===== config.mk =====
export PLATFORM = sky130hd
export DESIGN_NAME = kbc_host_interface
export DESIGN_NICKNAME = d
export VERILOG_FILES = /design/src/hw/kbc_host_pkg.sv /design/src/hw/kbc_host_interface.sv
export SDC_FILE = /design/constraint.sdc
export NUM_CORES = 1
export LEC_CHECK = 0
export ABC_AREA = 1
export BUFFER_PORTS_ARGS = -buffer_cell sky130_fd_sc_hd__buf_2
export CAP_MARGIN = 10
export CORE_MARGIN = 4
export CORE_UTILIZATION = 45
export DETAILED_ROUTE_END_ITERATION = 7
export MAX_ROUTING_LAYER = met4
export PLACE_DENSITY_LB_ADDON = 0.12
export SYNTH_ARGS = -nofsm -noshare
export SYNTH_HDL_FRONTEND = slang
export SYNTH_SLANG_ARGS = --single-unit

===== constraint.sdc =====
create_clock -name sys_clk_i -period 3 [get_ports sys_clk_i]
set_input_delay 0.3 -clock sys_clk_i [delete_from_list [all_inputs] [get_ports sys_clk_i]]
set_output_delay 0.3 -clock sys_clk_i [all_outputs]
set_load 0.01 [all_outputs]

===== src/hw/kbc_host_pkg.sv =====
// constants and types for the keyboard controller host interface
// assumes one 100 MHz clock with a synchronous active-high reset
package kbc_host_pkg;

  // host decode
  localparam logic [15:0] ADDR_DATA = 16'h0060;
  localparam logic [15:0] ADDR_CMD = 16'h0064;
  localparam int CMD_ADDR_BIT = 2;

  // status register bit positions
  localparam int ST_OBF = 0;
  localparam int ST_IBF = 1;
  localparam int ST_IF0 = 2;
  localparam int ST_F1 = 3;
  localparam int ST_GP_LSB = 4;
  localparam int GP_BITS = 4;

  // program counter
  localparam int PC_BITS = 12;
  localparam logic [11:0] VEC_RESET = 12'h000;
  localparam logic [11:0] VEC_IBF = 12'h003;
  localparam logic [11:0] VEC_TIMER = 12'h007;

  // core clock enable, phase accumulator in MHz steps
  localparam logic [7:0] SYS_CLK_MHZ = 8'h64;
  localparam logic [7:0] CORE_SLOW_MHZ = 8'h08;
  localparam logic [7:0] CORE_FAST_MHZ = 8'h0c;

  // enable configuration register
  typedef struct packed {
    logic irq12_hiz;
    logic irq1_hiz;
    logic speed_fast;
    logic leakage_ctrl;
    logic power_down;
    logic enable;
  } cfg_t;

  localparam cfg_t CFG_RESET = '{
    irq12_hiz: 1'b0,
    irq1_hiz: 1'b0,
    speed_fast: 1'b0,
    leakage_ctrl: 1'b0,
    power_down: 1'b1,
    enable: 1'b0
  };

  // one sample of the host bus pins
  typedef struct packed {
    logic ior_n;
    logic iow_n;
    logic aen;
    logic [15:0] sa;
    logic [7:0] sd;
  } isa_pins_t;

  localparam isa_pins_t PINS_IDLE = '{
    ior_n: 1'b1,
    iow_n: 1'b1,
    aen: 1'b1,
    sa: 16'h0000,
    sd: 8'h00
  };

  typedef enum logic [1:0] {
    BUS_IDLE,
    BUS_READ,
    BUS_WRITE
  } bus_state_t;

endpackage : kbc_host_pkg


===== src/hw/kbc_host_interface.sv =====
// keyboard controller host port: output/input buffers, status, irq lines,
// core clock enable and program counter with reset and interrupt vectors
// assumes the host bus pins are asynchronous and the core runs on sys_clk_i
//
// Contract
// - select only at full addresses 60h and 64h
// - read 60h returns oldest unread firmware output byte
// - read 64h returns status, host cannot write
// - host write loads input buffer, SA2 to bit3
// - bit0 set on firmware write, host 60h read clears
// - bit1 set on host write, firmware read clears
// - core reads input buffer by dedicated instruction
// - bit2 firmware flag, clear or toggle
// - bits 7..4 loaded by firmware instruction
// - reset: controller disabled, powered down, pins on
// - leakage bit floats pins during power down
// - speed bit picks 8 or 12 MHz core
// - disabled controller floats both irq lines
// - enabled irq lines follow port2 bits 4, 5
// - per-line high-z bit floats, source forced one
// - 12-bit program counter spans 4K program memory
// - controller reset loads program counter 000h
// - input full interrupt calls address 003h
// - timer overflow interrupt calls address 007h

module kbc_byte_fifo #(
  parameter int WIDTH = 8,
  parameter int DEPTH = 8
) (
  // clock and reset
  input wire logic sys_clk_i,
  input wire logic rst_i,
  // fill side
  input wire logic in_valid_i,
  input wire logic [WIDTH-1:0] in_data_i,
  output logic in_ready_o,
  // drain side
  output logic out_valid_o,
  output logic [WIDTH-1:0] out_data_o,
  input wire logic out_ready_i
);

  localparam int PW = $clog2(DEPTH);
  localparam int CW = $clog2(DEPTH + 1);

  if (DEPTH < 2 || (1 << PW) != DEPTH || WIDTH < 1)
  begin : g_bad
    $error("fifo depth must be a power of two of at least 2");
  end

  typedef struct packed {
    logic [DEPTH-1:0][WIDTH-1:0] mem;
    logic [PW-1:0] wr_ptr;
    logic [PW-1:0] rd_ptr;
    logic [CW-1:0] count;
  } fifo_state_t;

  fifo_state_t s_q;
  fifo_state_t s_d;
  logic push;
  logic pop;

  assign in_ready_o = (s_q.count != CW'(DEPTH));
  assign out_valid_o = (s_q.count != '0);
  assign out_data_o = s_q.mem[s_q.rd_ptr];
  assign push = in_valid_i && in_ready_o;
  assign pop = out_valid_o && out_ready_i;

  always_comb
  begin
    s_d = s_q;
    if (push)
    begin
      s_d.mem[s_q.wr_ptr] = in_data_i;
      s_d.wr_ptr = s_q.wr_ptr + 1'b1;
    end
    if (pop)
    begin
      s_d.rd_ptr = s_q.rd_ptr + 1'b1;
    end
    if (push && !pop)
    begin
      s_d.count = s_q.count + 1'b1;
    end
    else if (pop && !push)
    begin
      s_d.count = s_q.count - 1'b1;
    end
  end

  always_ff @(posedge sys_clk_i)
  begin
    if (rst_i)
    begin
      s_q <= '0;
    end
    else
    begin
      s_q <= s_d;
    end
  end

endmodule : kbc_byte_fifo

module kbc_host_interface
  import kbc_host_pkg::*;
#(
  parameter int CORE_PINS = 9,
  parameter int OBUF_DEPTH = 8
) (
  // clock and reset
  input wire logic sys_clk_i,
  input wire logic rst_i,
  // host bus pins
  input wire logic [15:0] sa_i,
  input wire logic aen_i,
  input wire logic ior_n_i,
  input wire logic iow_n_i,
  input wire logic [7:0] sd_i,
  output logic [7:0] sd_o,
  output logic sd_oe_o,
  // enable configuration register write
  input wire logic cfg_wr_i,
  input wire logic [5:0] cfg_data_i,
  output logic [5:0] cfg_o,
  // firmware: output buffer stream
  input wire logic fw_obuf_valid_i,
  input wire logic [7:0] fw_obuf_data_i,
  output logic fw_obuf_ready_o,
  // firmware: input buffer and status flags
  input wire logic fw_ibuf_rd_i,
  output logic [7:0] fw_ibuf_data_o,
  input wire logic fw_if0_clr_i,
  input wire logic fw_if0_tog_i,
  input wire logic fw_sts_wr_i,
  input wire logic [3:0] fw_sts_data_i,
  output logic [7:0] status_o,
  // core timing and program flow
  output logic core_clk_en_o,
  input wire logic pc_step_i,
  input wire logic pc_jump_i,
  input wire logic [11:0] pc_jump_addr_i,
  input wire logic ibf_irq_en_i,
  input wire logic tmr_irq_en_i,
  input wire logic tmr_ovf_i,
  input wire logic retr_i,
  output logic [11:0] pc_o,
  output logic irq_call_o,
  // irq sources and lines
  input wire logic port2_bit4_keyboard_irq_source_i,
  input wire logic port2_bit5_mouse_irq_source_i,
  output logic irq1_o,
  output logic irq1_oe_o,
  output logic irq12_o,
  output logic irq12_oe_o,
  // controller pins
  input wire logic [CORE_PINS-1:0] core_pin_oe_i,
  output logic [CORE_PINS-1:0] pin_oe_o
);

  if (CORE_PINS < 1 || PC_BITS != 12)
  begin : g_bad
    $error("unsupported pin count or program counter width");
  end

  typedef struct packed {
    isa_pins_t [2:0] sync;
    logic ior_n;
    logic iow_n;
    bus_state_t bus;
    logic [15:0] sa_lat;
    logic [7:0] sd_lat;
    logic [7:0] rd_data;
    logic sd_oe;
    logic [7:0] obuf;
    logic [7:0] ibuf;
    logic output_full_flag;
    logic input_full_flag;
    logic if0;
    logic f1;
    logic [3:0] gp;
    cfg_t cfg;
    logic [7:0] acc;
    logic core_en;
    logic [11:0] pc;
    logic in_service;
    logic tmr_pend;
    logic call;
    logic irq1;
    logic irq1_oe;
    logic irq12;
    logic irq12_oe;
    logic [CORE_PINS-1:0] pin_oe;
  } state_t;

  state_t s_q;
  state_t s_d;

  logic fifo_valid;
  logic [7:0] fifo_data;
  logic fifo_pop;

  // the fifo lets firmware queue bytes while the host is slow to read
  kbc_byte_fifo #(
    .WIDTH(8),
    .DEPTH(OBUF_DEPTH)
  ) u_obuf_fifo (
    .sys_clk_i(sys_clk_i),
    .rst_i(rst_i),
    .in_valid_i(fw_obuf_valid_i),
    .in_data_i(fw_obuf_data_i),
    .in_ready_o(fw_obuf_ready_o),
    .out_valid_o(fifo_valid),
    .out_data_o(fifo_data),
    .out_ready_i(fifo_pop)
  );

  assign fifo_pop = fifo_valid && !s_q.output_full_flag;

  function automatic logic [7:0] pack_status(input state_t s);
    logic [7:0] v;
    v = 8'h00;
    v[ST_OBF] = s.output_full_flag;
    v[ST_IBF] = s.input_full_flag;
    v[ST_IF0] = s.if0;
    v[ST_F1] = s.f1;
    v[ST_GP_LSB +: GP_BITS] = s.gp;
    return v;
  endfunction : pack_status

  always_comb
  begin
    logic sel;
    logic host_rd_end;
    logic host_wr_end;
    logic [7:0] step;
    logic [7:0] sum;
    logic running;
    logic src1;
    logic src12;
    s_d = s_q;
    sel = 1'b0;
    host_rd_end = 1'b0;
    host_wr_end = 1'b0;
    step = 8'h00;
    sum = 8'h00;
    running = 1'b0;
    src1 = 1'b1;
    src12 = 1'b1;
    s_d.call = 1'b0;

    // three-stage pin sampling; a level counts once stages 2 and 3 agree
    s_d.sync[0] = '{ior_n: ior_n_i, iow_n: iow_n_i, aen: aen_i, sa: sa_i, sd: sd_i};
    s_d.sync[1] = s_q.sync[0];
    s_d.sync[2] = s_q.sync[1];
    if (s_q.sync[1].ior_n == s_q.sync[2].ior_n)
    begin
      s_d.ior_n = s_q.sync[2].ior_n;
    end
    if (s_q.sync[1].iow_n == s_q.sync[2].iow_n)
    begin
      s_d.iow_n = s_q.sync[2].iow_n;
    end

    // address enable high marks a dma cycle, never ours
    sel = !s_q.sync[2].aen && (s_q.sync[2].sa == ADDR_DATA || s_q.sync[2].sa == ADDR_CMD);

    case (s_q.bus)
      BUS_IDLE:
      begin
        // start on the agreed falling strobe so the byte is on the bus while it is low
        if (!s_d.ior_n && s_q.ior_n && sel)
        begin
          s_d.bus = BUS_READ;
          s_d.sa_lat = s_q.sync[2].sa;
          s_d.sd_oe = 1'b1;
          if (s_q.sync[2].sa[CMD_ADDR_BIT])
          begin
            s_d.rd_data = pack_status(s_q);
          end
          else
          begin
            s_d.rd_data = s_q.obuf;
          end
        end
        else if (!s_d.iow_n && s_q.iow_n && sel)
        begin
          s_d.bus = BUS_WRITE;
          s_d.sa_lat = s_q.sync[2].sa;
          s_d.sd_lat = s_q.sync[2].sd;
        end
      end
      BUS_READ:
      begin
        if (s_d.ior_n)
        begin
          s_d.bus = BUS_IDLE;
          s_d.sd_oe = 1'b0;
          host_rd_end = !s_q.sa_lat[CMD_ADDR_BIT];
        end
      end
      BUS_WRITE:
      begin
        // data is held while the strobe is low, the edge before the rise wins
        if (s_d.iow_n)
        begin
          s_d.bus = BUS_IDLE;
          host_wr_end = 1'b1;
        end
        else
        begin
          s_d.sd_lat = s_q.sync[2].sd;
        end
      end
      default:
      begin
        s_d.bus = BUS_IDLE;
        s_d.sd_oe = 1'b0;
      end
    endcase

    // status register write ports have no host path at all
    if (host_wr_end)
    begin
      s_d.ibuf = s_q.sd_lat;
      s_d.f1 = s_q.sa_lat[CMD_ADDR_BIT];
    end

    // set wins over clear for both full flags
    if (host_rd_end)
    begin
      s_d.output_full_flag = 1'b0;
    end
    if (fifo_pop)
    begin
      s_d.obuf = fifo_data;
      s_d.output_full_flag = 1'b1;
    end
    if (fw_ibuf_rd_i)
    begin
      s_d.input_full_flag = 1'b0;
    end
    if (host_wr_end)
    begin
      s_d.input_full_flag = 1'b1;
    end

    if (fw_if0_clr_i)
    begin
      s_d.if0 = 1'b0;
    end
    else if (fw_if0_tog_i)
    begin
      s_d.if0 = !s_q.if0;
    end
    if (fw_sts_wr_i)
    begin
      s_d.gp = fw_sts_data_i;
    end

    if (cfg_wr_i)
    begin
      s_d.cfg = cfg_t'(cfg_data_i);
    end

    // fractional divider: average rate is exact, single pulses jitter by one cycle
    running = s_q.cfg.enable && !s_q.cfg.power_down;
    step = s_q.cfg.speed_fast ? CORE_FAST_MHZ : CORE_SLOW_MHZ;
    sum = s_q.acc + step;
    s_d.core_en = 1'b0;
    if (running)
    begin
      if (sum >= SYS_CLK_MHZ)
      begin
        s_d.acc = sum - SYS_CLK_MHZ;
        s_d.core_en = 1'b1;
      end
      else
      begin
        s_d.acc = sum;
      end
    end
    else
    begin
      s_d.acc = 8'h00;
    end

    // program flow; the input-full call outranks a pending timer call
    if (tmr_ovf_i && tmr_irq_en_i)
    begin
      s_d.tmr_pend = 1'b1;
    end
    if (retr_i)
    begin
      s_d.in_service = 1'b0;
    end
    if (!running)
    begin
      s_d.pc = VEC_RESET;
      s_d.in_service = 1'b0;
      s_d.tmr_pend = 1'b0;
    end
    else if (s_q.core_en && !s_q.in_service && s_q.input_full_flag && ibf_irq_en_i)
    begin
      s_d.pc = VEC_IBF;
      s_d.in_service = 1'b1;
      s_d.call = 1'b1;
    end
    else if (s_q.core_en && !s_q.in_service && s_q.tmr_pend && tmr_irq_en_i)
    begin
      s_d.pc = VEC_TIMER;
      s_d.in_service = 1'b1;
      s_d.tmr_pend = 1'b0;
      s_d.call = 1'b1;
    end
    else if (pc_jump_i)
    begin
      s_d.pc = pc_jump_addr_i;
    end
    else if (pc_step_i)
    begin
      s_d.pc = s_q.pc + 12'h001;
    end

    // irq lines
    src1 = s_q.cfg.irq1_hiz ? 1'b1 : port2_bit4_keyboard_irq_source_i;
    src12 = s_q.cfg.irq12_hiz ? 1'b1 : port2_bit5_mouse_irq_source_i;
    s_d.irq1 = src1;
    s_d.irq12 = src12;
    s_d.irq1_oe = s_q.cfg.enable && !s_q.cfg.irq1_hiz;
    s_d.irq12_oe = s_q.cfg.enable && !s_q.cfg.irq12_hiz;

    if (s_q.cfg.power_down && s_q.cfg.leakage_ctrl)
    begin
      s_d.pin_oe = '0;
    end
    else
    begin
      s_d.pin_oe = core_pin_oe_i;
    end
  end

  always_ff @(posedge sys_clk_i)
  begin
    if (rst_i)
    begin
      s_q <= '0;
      s_q.sync <= {PINS_IDLE, PINS_IDLE, PINS_IDLE};
      s_q.ior_n <= 1'b1;
      s_q.iow_n <= 1'b1;
      s_q.bus <= BUS_IDLE;
      s_q.cfg <= CFG_RESET;
      s_q.pc <= VEC_RESET;
      s_q.irq1 <= 1'b1;
      s_q.irq12 <= 1'b1;
    end
    else
    begin
      s_q <= s_d;
    end
  end

  assign sd_o = s_q.rd_data;
  assign sd_oe_o = s_q.sd_oe;
  assign cfg_o = s_q.cfg;
  assign fw_ibuf_data_o = s_q.ibuf;
  assign status_o = pack_status(s_q);
  assign core_clk_en_o = s_q.core_en;
  assign pc_o = s_q.pc;
  assign irq_call_o = s_q.call;
  assign irq1_o = s_q.irq1;
  assign irq1_oe_o = s_q.irq1_oe;
  assign irq12_o = s_q.irq12;
  assign irq12_oe_o = s_q.irq12_oe;
  assign pin_oe_o = s_q.pin_oe;

endmodule : kbc_host_interface


==> results.cfg <==
[clock_network]
root_buffer = clkbuf_16
post_cts_buffers = 0
numCtsBuffers = 26
cts_tree = yes
path_clk_slew_ps = 60
cts_buffer_depth = 3
htree_levels = 1
clock-sinks = 242
clk_latency_ps = 530

[route]
routed_wl_microns = 21900
dr.pass1.iters = 7
drtAntennaViolNets = 0
drt-vias-per-instance = 4.65
avgRoutedWirePerCell_microns = 13.2
vias = 7711
drc = 0
drt-initial-drc-count = 486

[synthesis]
yosys-top-cells-count = dfxtp_1, inv_1, nor2_1
synthArstFlopShare_pct = 0
yosysTopAreaCell = dfxtp_1
synthFlopType = dfxtp_1
ys_types = 45
synth-edff-count = 0
yosys_warnings = 0
ys_ff_latch = 242
yosysSeqAreaShare_pct = 49.2
yosysMostFrequentCell = dfxtp_1
postSynthAreaPerCell_sq_um = 7.89
ys_top_cells_by_area = dfxtp_1, inv_1, a21oi_1, o21ai_0, nor2_1
netlist_area_sq_mm = 0.00984
syn_inst = 1247
syn_nets = 1341
yosysTopAreaCellShare_pct = 49.2

[timing]
drv_slew = 0
setup_tns_ps = 0
setup_viol = 0
rsz0062_at_grt = false
max_slew_margin_pct = 36.3
skew_ps = 8.92
worstMarginPinSlew_ps = 955
period_share_pct = 78.0
hold_ws_ps = 23.0
max_freq_ghz = 0.427
post-route-min-period_ps = 2340
hold_viol_final = 0

[placement]
routabilityCongestion = 0.778
dpl_cell_area_sq_mm = 0.0103
dp_hpwl_microns = 14000
port_buffers = 140

[grt]
top_usage_layer = met2
gr-usage-met2_pct = 29.0
grt_pass1_vias = 7015
grt_max_degree = 98
grt-ovfl-total = 0
grt_pass1_wl_microns = 35100
track_usage_pct = 17.9
grt_util_met1_pct = 23.3
antenna_found_initial = 1
use_met3_pct = 3.22

[critical_path]
cp-end-kind = flip-flop
crit_buf_inv = 2
crit_family = compound AO/OA/AOI/OAI gates
crit_top_cell = nand2_1
critPathMaxFanout = 12
required_ps = 3420
slowest_stage = dfxtp_1
crit_arrival_ps = 2760
start_kind = flip-flop
slowest_delay_ps = 430
crit_chain = nor2_2 -> a31oi_1 -> inv_1 -> ha_1 -> inv_1 -> ha_1 -> a21oi_1 -> nand2_1 -> o21ai_0 -> nand2_1 -> nand2_1 -> nor2_1
crit_type = flip-flop to flip-flop

[floorplan]
rows = 53
start_util_pct = 46.2
core_sq_mm = 0.0213
dieWidth_microns = 156
io_pins = 141
dieArea_sq_mm = 0.0243
die-height_microns = 156

[hold_path]
hold_class = primary input to flip-flop

[pwr]
ir_drop_mv = 0.490
p_total_mw = 8.17
power.density_mw_per_mm2 = 704
p_leak_nw = 5.09

[run_status]
status = completed

[layout]
area_delta_synth_final_pct = 17.9
finalInstanceArea_sq_mm = 0.0116
nNetsFinal = 1460
drive_gt1_share_pct = 16.9

[run]
cap_violations = 0
## per-stage QoR
stage | utilization [%] | cells | setup slack (ps)
after floorplan | - | 1247 | 840
after detailed placement | 48.3 | 1566 | 652
final | 54.5 | 1658 | 660
after global placement | 48.3 | 1566 | 772
after CTS | 54.5 | 1657 | 632
after global routing | 54.5 | 1658 | 407
## cell type report
type,instances,area [sq um]
Fill cell,2011,9680
Sequential cell,242,4840
Multi-Input combinational cell,682,3480
Timing Repair Buffer,193,1230
Inverter,221,851
Clock buffer,38,736
Tap cell,275,344
Clock inverter,6,116
Antenna cell,1,2.50
## where the power goes
group / leakage (nW) / switching, mW / internal (mW)
clock: 0.416 / 1.25 / 1.95
combinational: 2.69 / 0.894 / 0.526
sequential: 1.98 / 0.121 / 3.43
total: 5.09 / 2.27 / 5.90
## flip-flops by register name (all words and copies together), names as in the netlist
register         count
irq_call_o           1
sd_oe_o              1
u_obuf_fifo.s_q     74
core_clk_en_o        1
irq12_oe_o           1
sd_o                 8
irq1_oe_o            1
status_o             8
pin_oe_o             9
s_d                 54
fw_ibuf_data_o       8
cfg_o                6
s_q                 56
pc_o                12
irq12_o              1
irq1_o               1
## logic make-up after synthesis
family / count (synthesis) / share of synthesized area [%]
XOR/XNOR: 7 / 0.623
AO/OA/AOI/OAI: 312 / 16.4
adder cells (fa/ha/maj): 12 / 1.60
buffers and inverters: 323 / 15.5
AND/OR/NAND/NOR: 343 / 15.8
multiplexers: 8 / 0.915
flip-flops: 242 / 49.2
## path summary, 6_finish.rpt
path / start / endpoint / slack, ps / depth (start not counted)
hold / removal: fw_sts_data_i[1] / status_o[5] / 20 / 3
setup reg to reg: u_obuf_fifo.s_q[0] / u_obuf_fifo.s_q[3] / 660 / 12
setup / recovery: u_obuf_fifo.s_q[0] / u_obuf_fifo.s_q[3] / 660 / 12
hold reg to reg: s_d[171] / s_q[171] / 390 / 2
## per-layer routing
metal | routed length (microns) | share of wire [%]
met5 | 0 | 0
met3 | 1220 | 5.6
met4 | 456 | 2.1
met1 | 10200 | 46
met2 | 10000 | 46
## cell usage in the layout (no fill, tap or decap), drive strengths merged, types with 2 or more instances in the layout
master	count
nand4	12
or2	10
clkinv	4
ha	11
nor2	160
xnor2	2
xor2	5
dlygate4sd3	47
nand2	95
a31oi	3
dfxtp	242
mux2	8
a22oi	6
a21oi	154
bufinv	4
clkbuf	38
nor3	3
inv	219
nand3	60
o21ai	143
buf	146
o31ai	2
## tightest hold or removal path, cell delays in order
cell,delay (ps)
buf_2,80
nor2_1,50
nor2_1,90
## what timing repair did
action	CTS	global route
hold buffers	47	0
hold endpoints to repair	47	0
gates resized for setup	0	0
(Power assumes the default switching activity.)
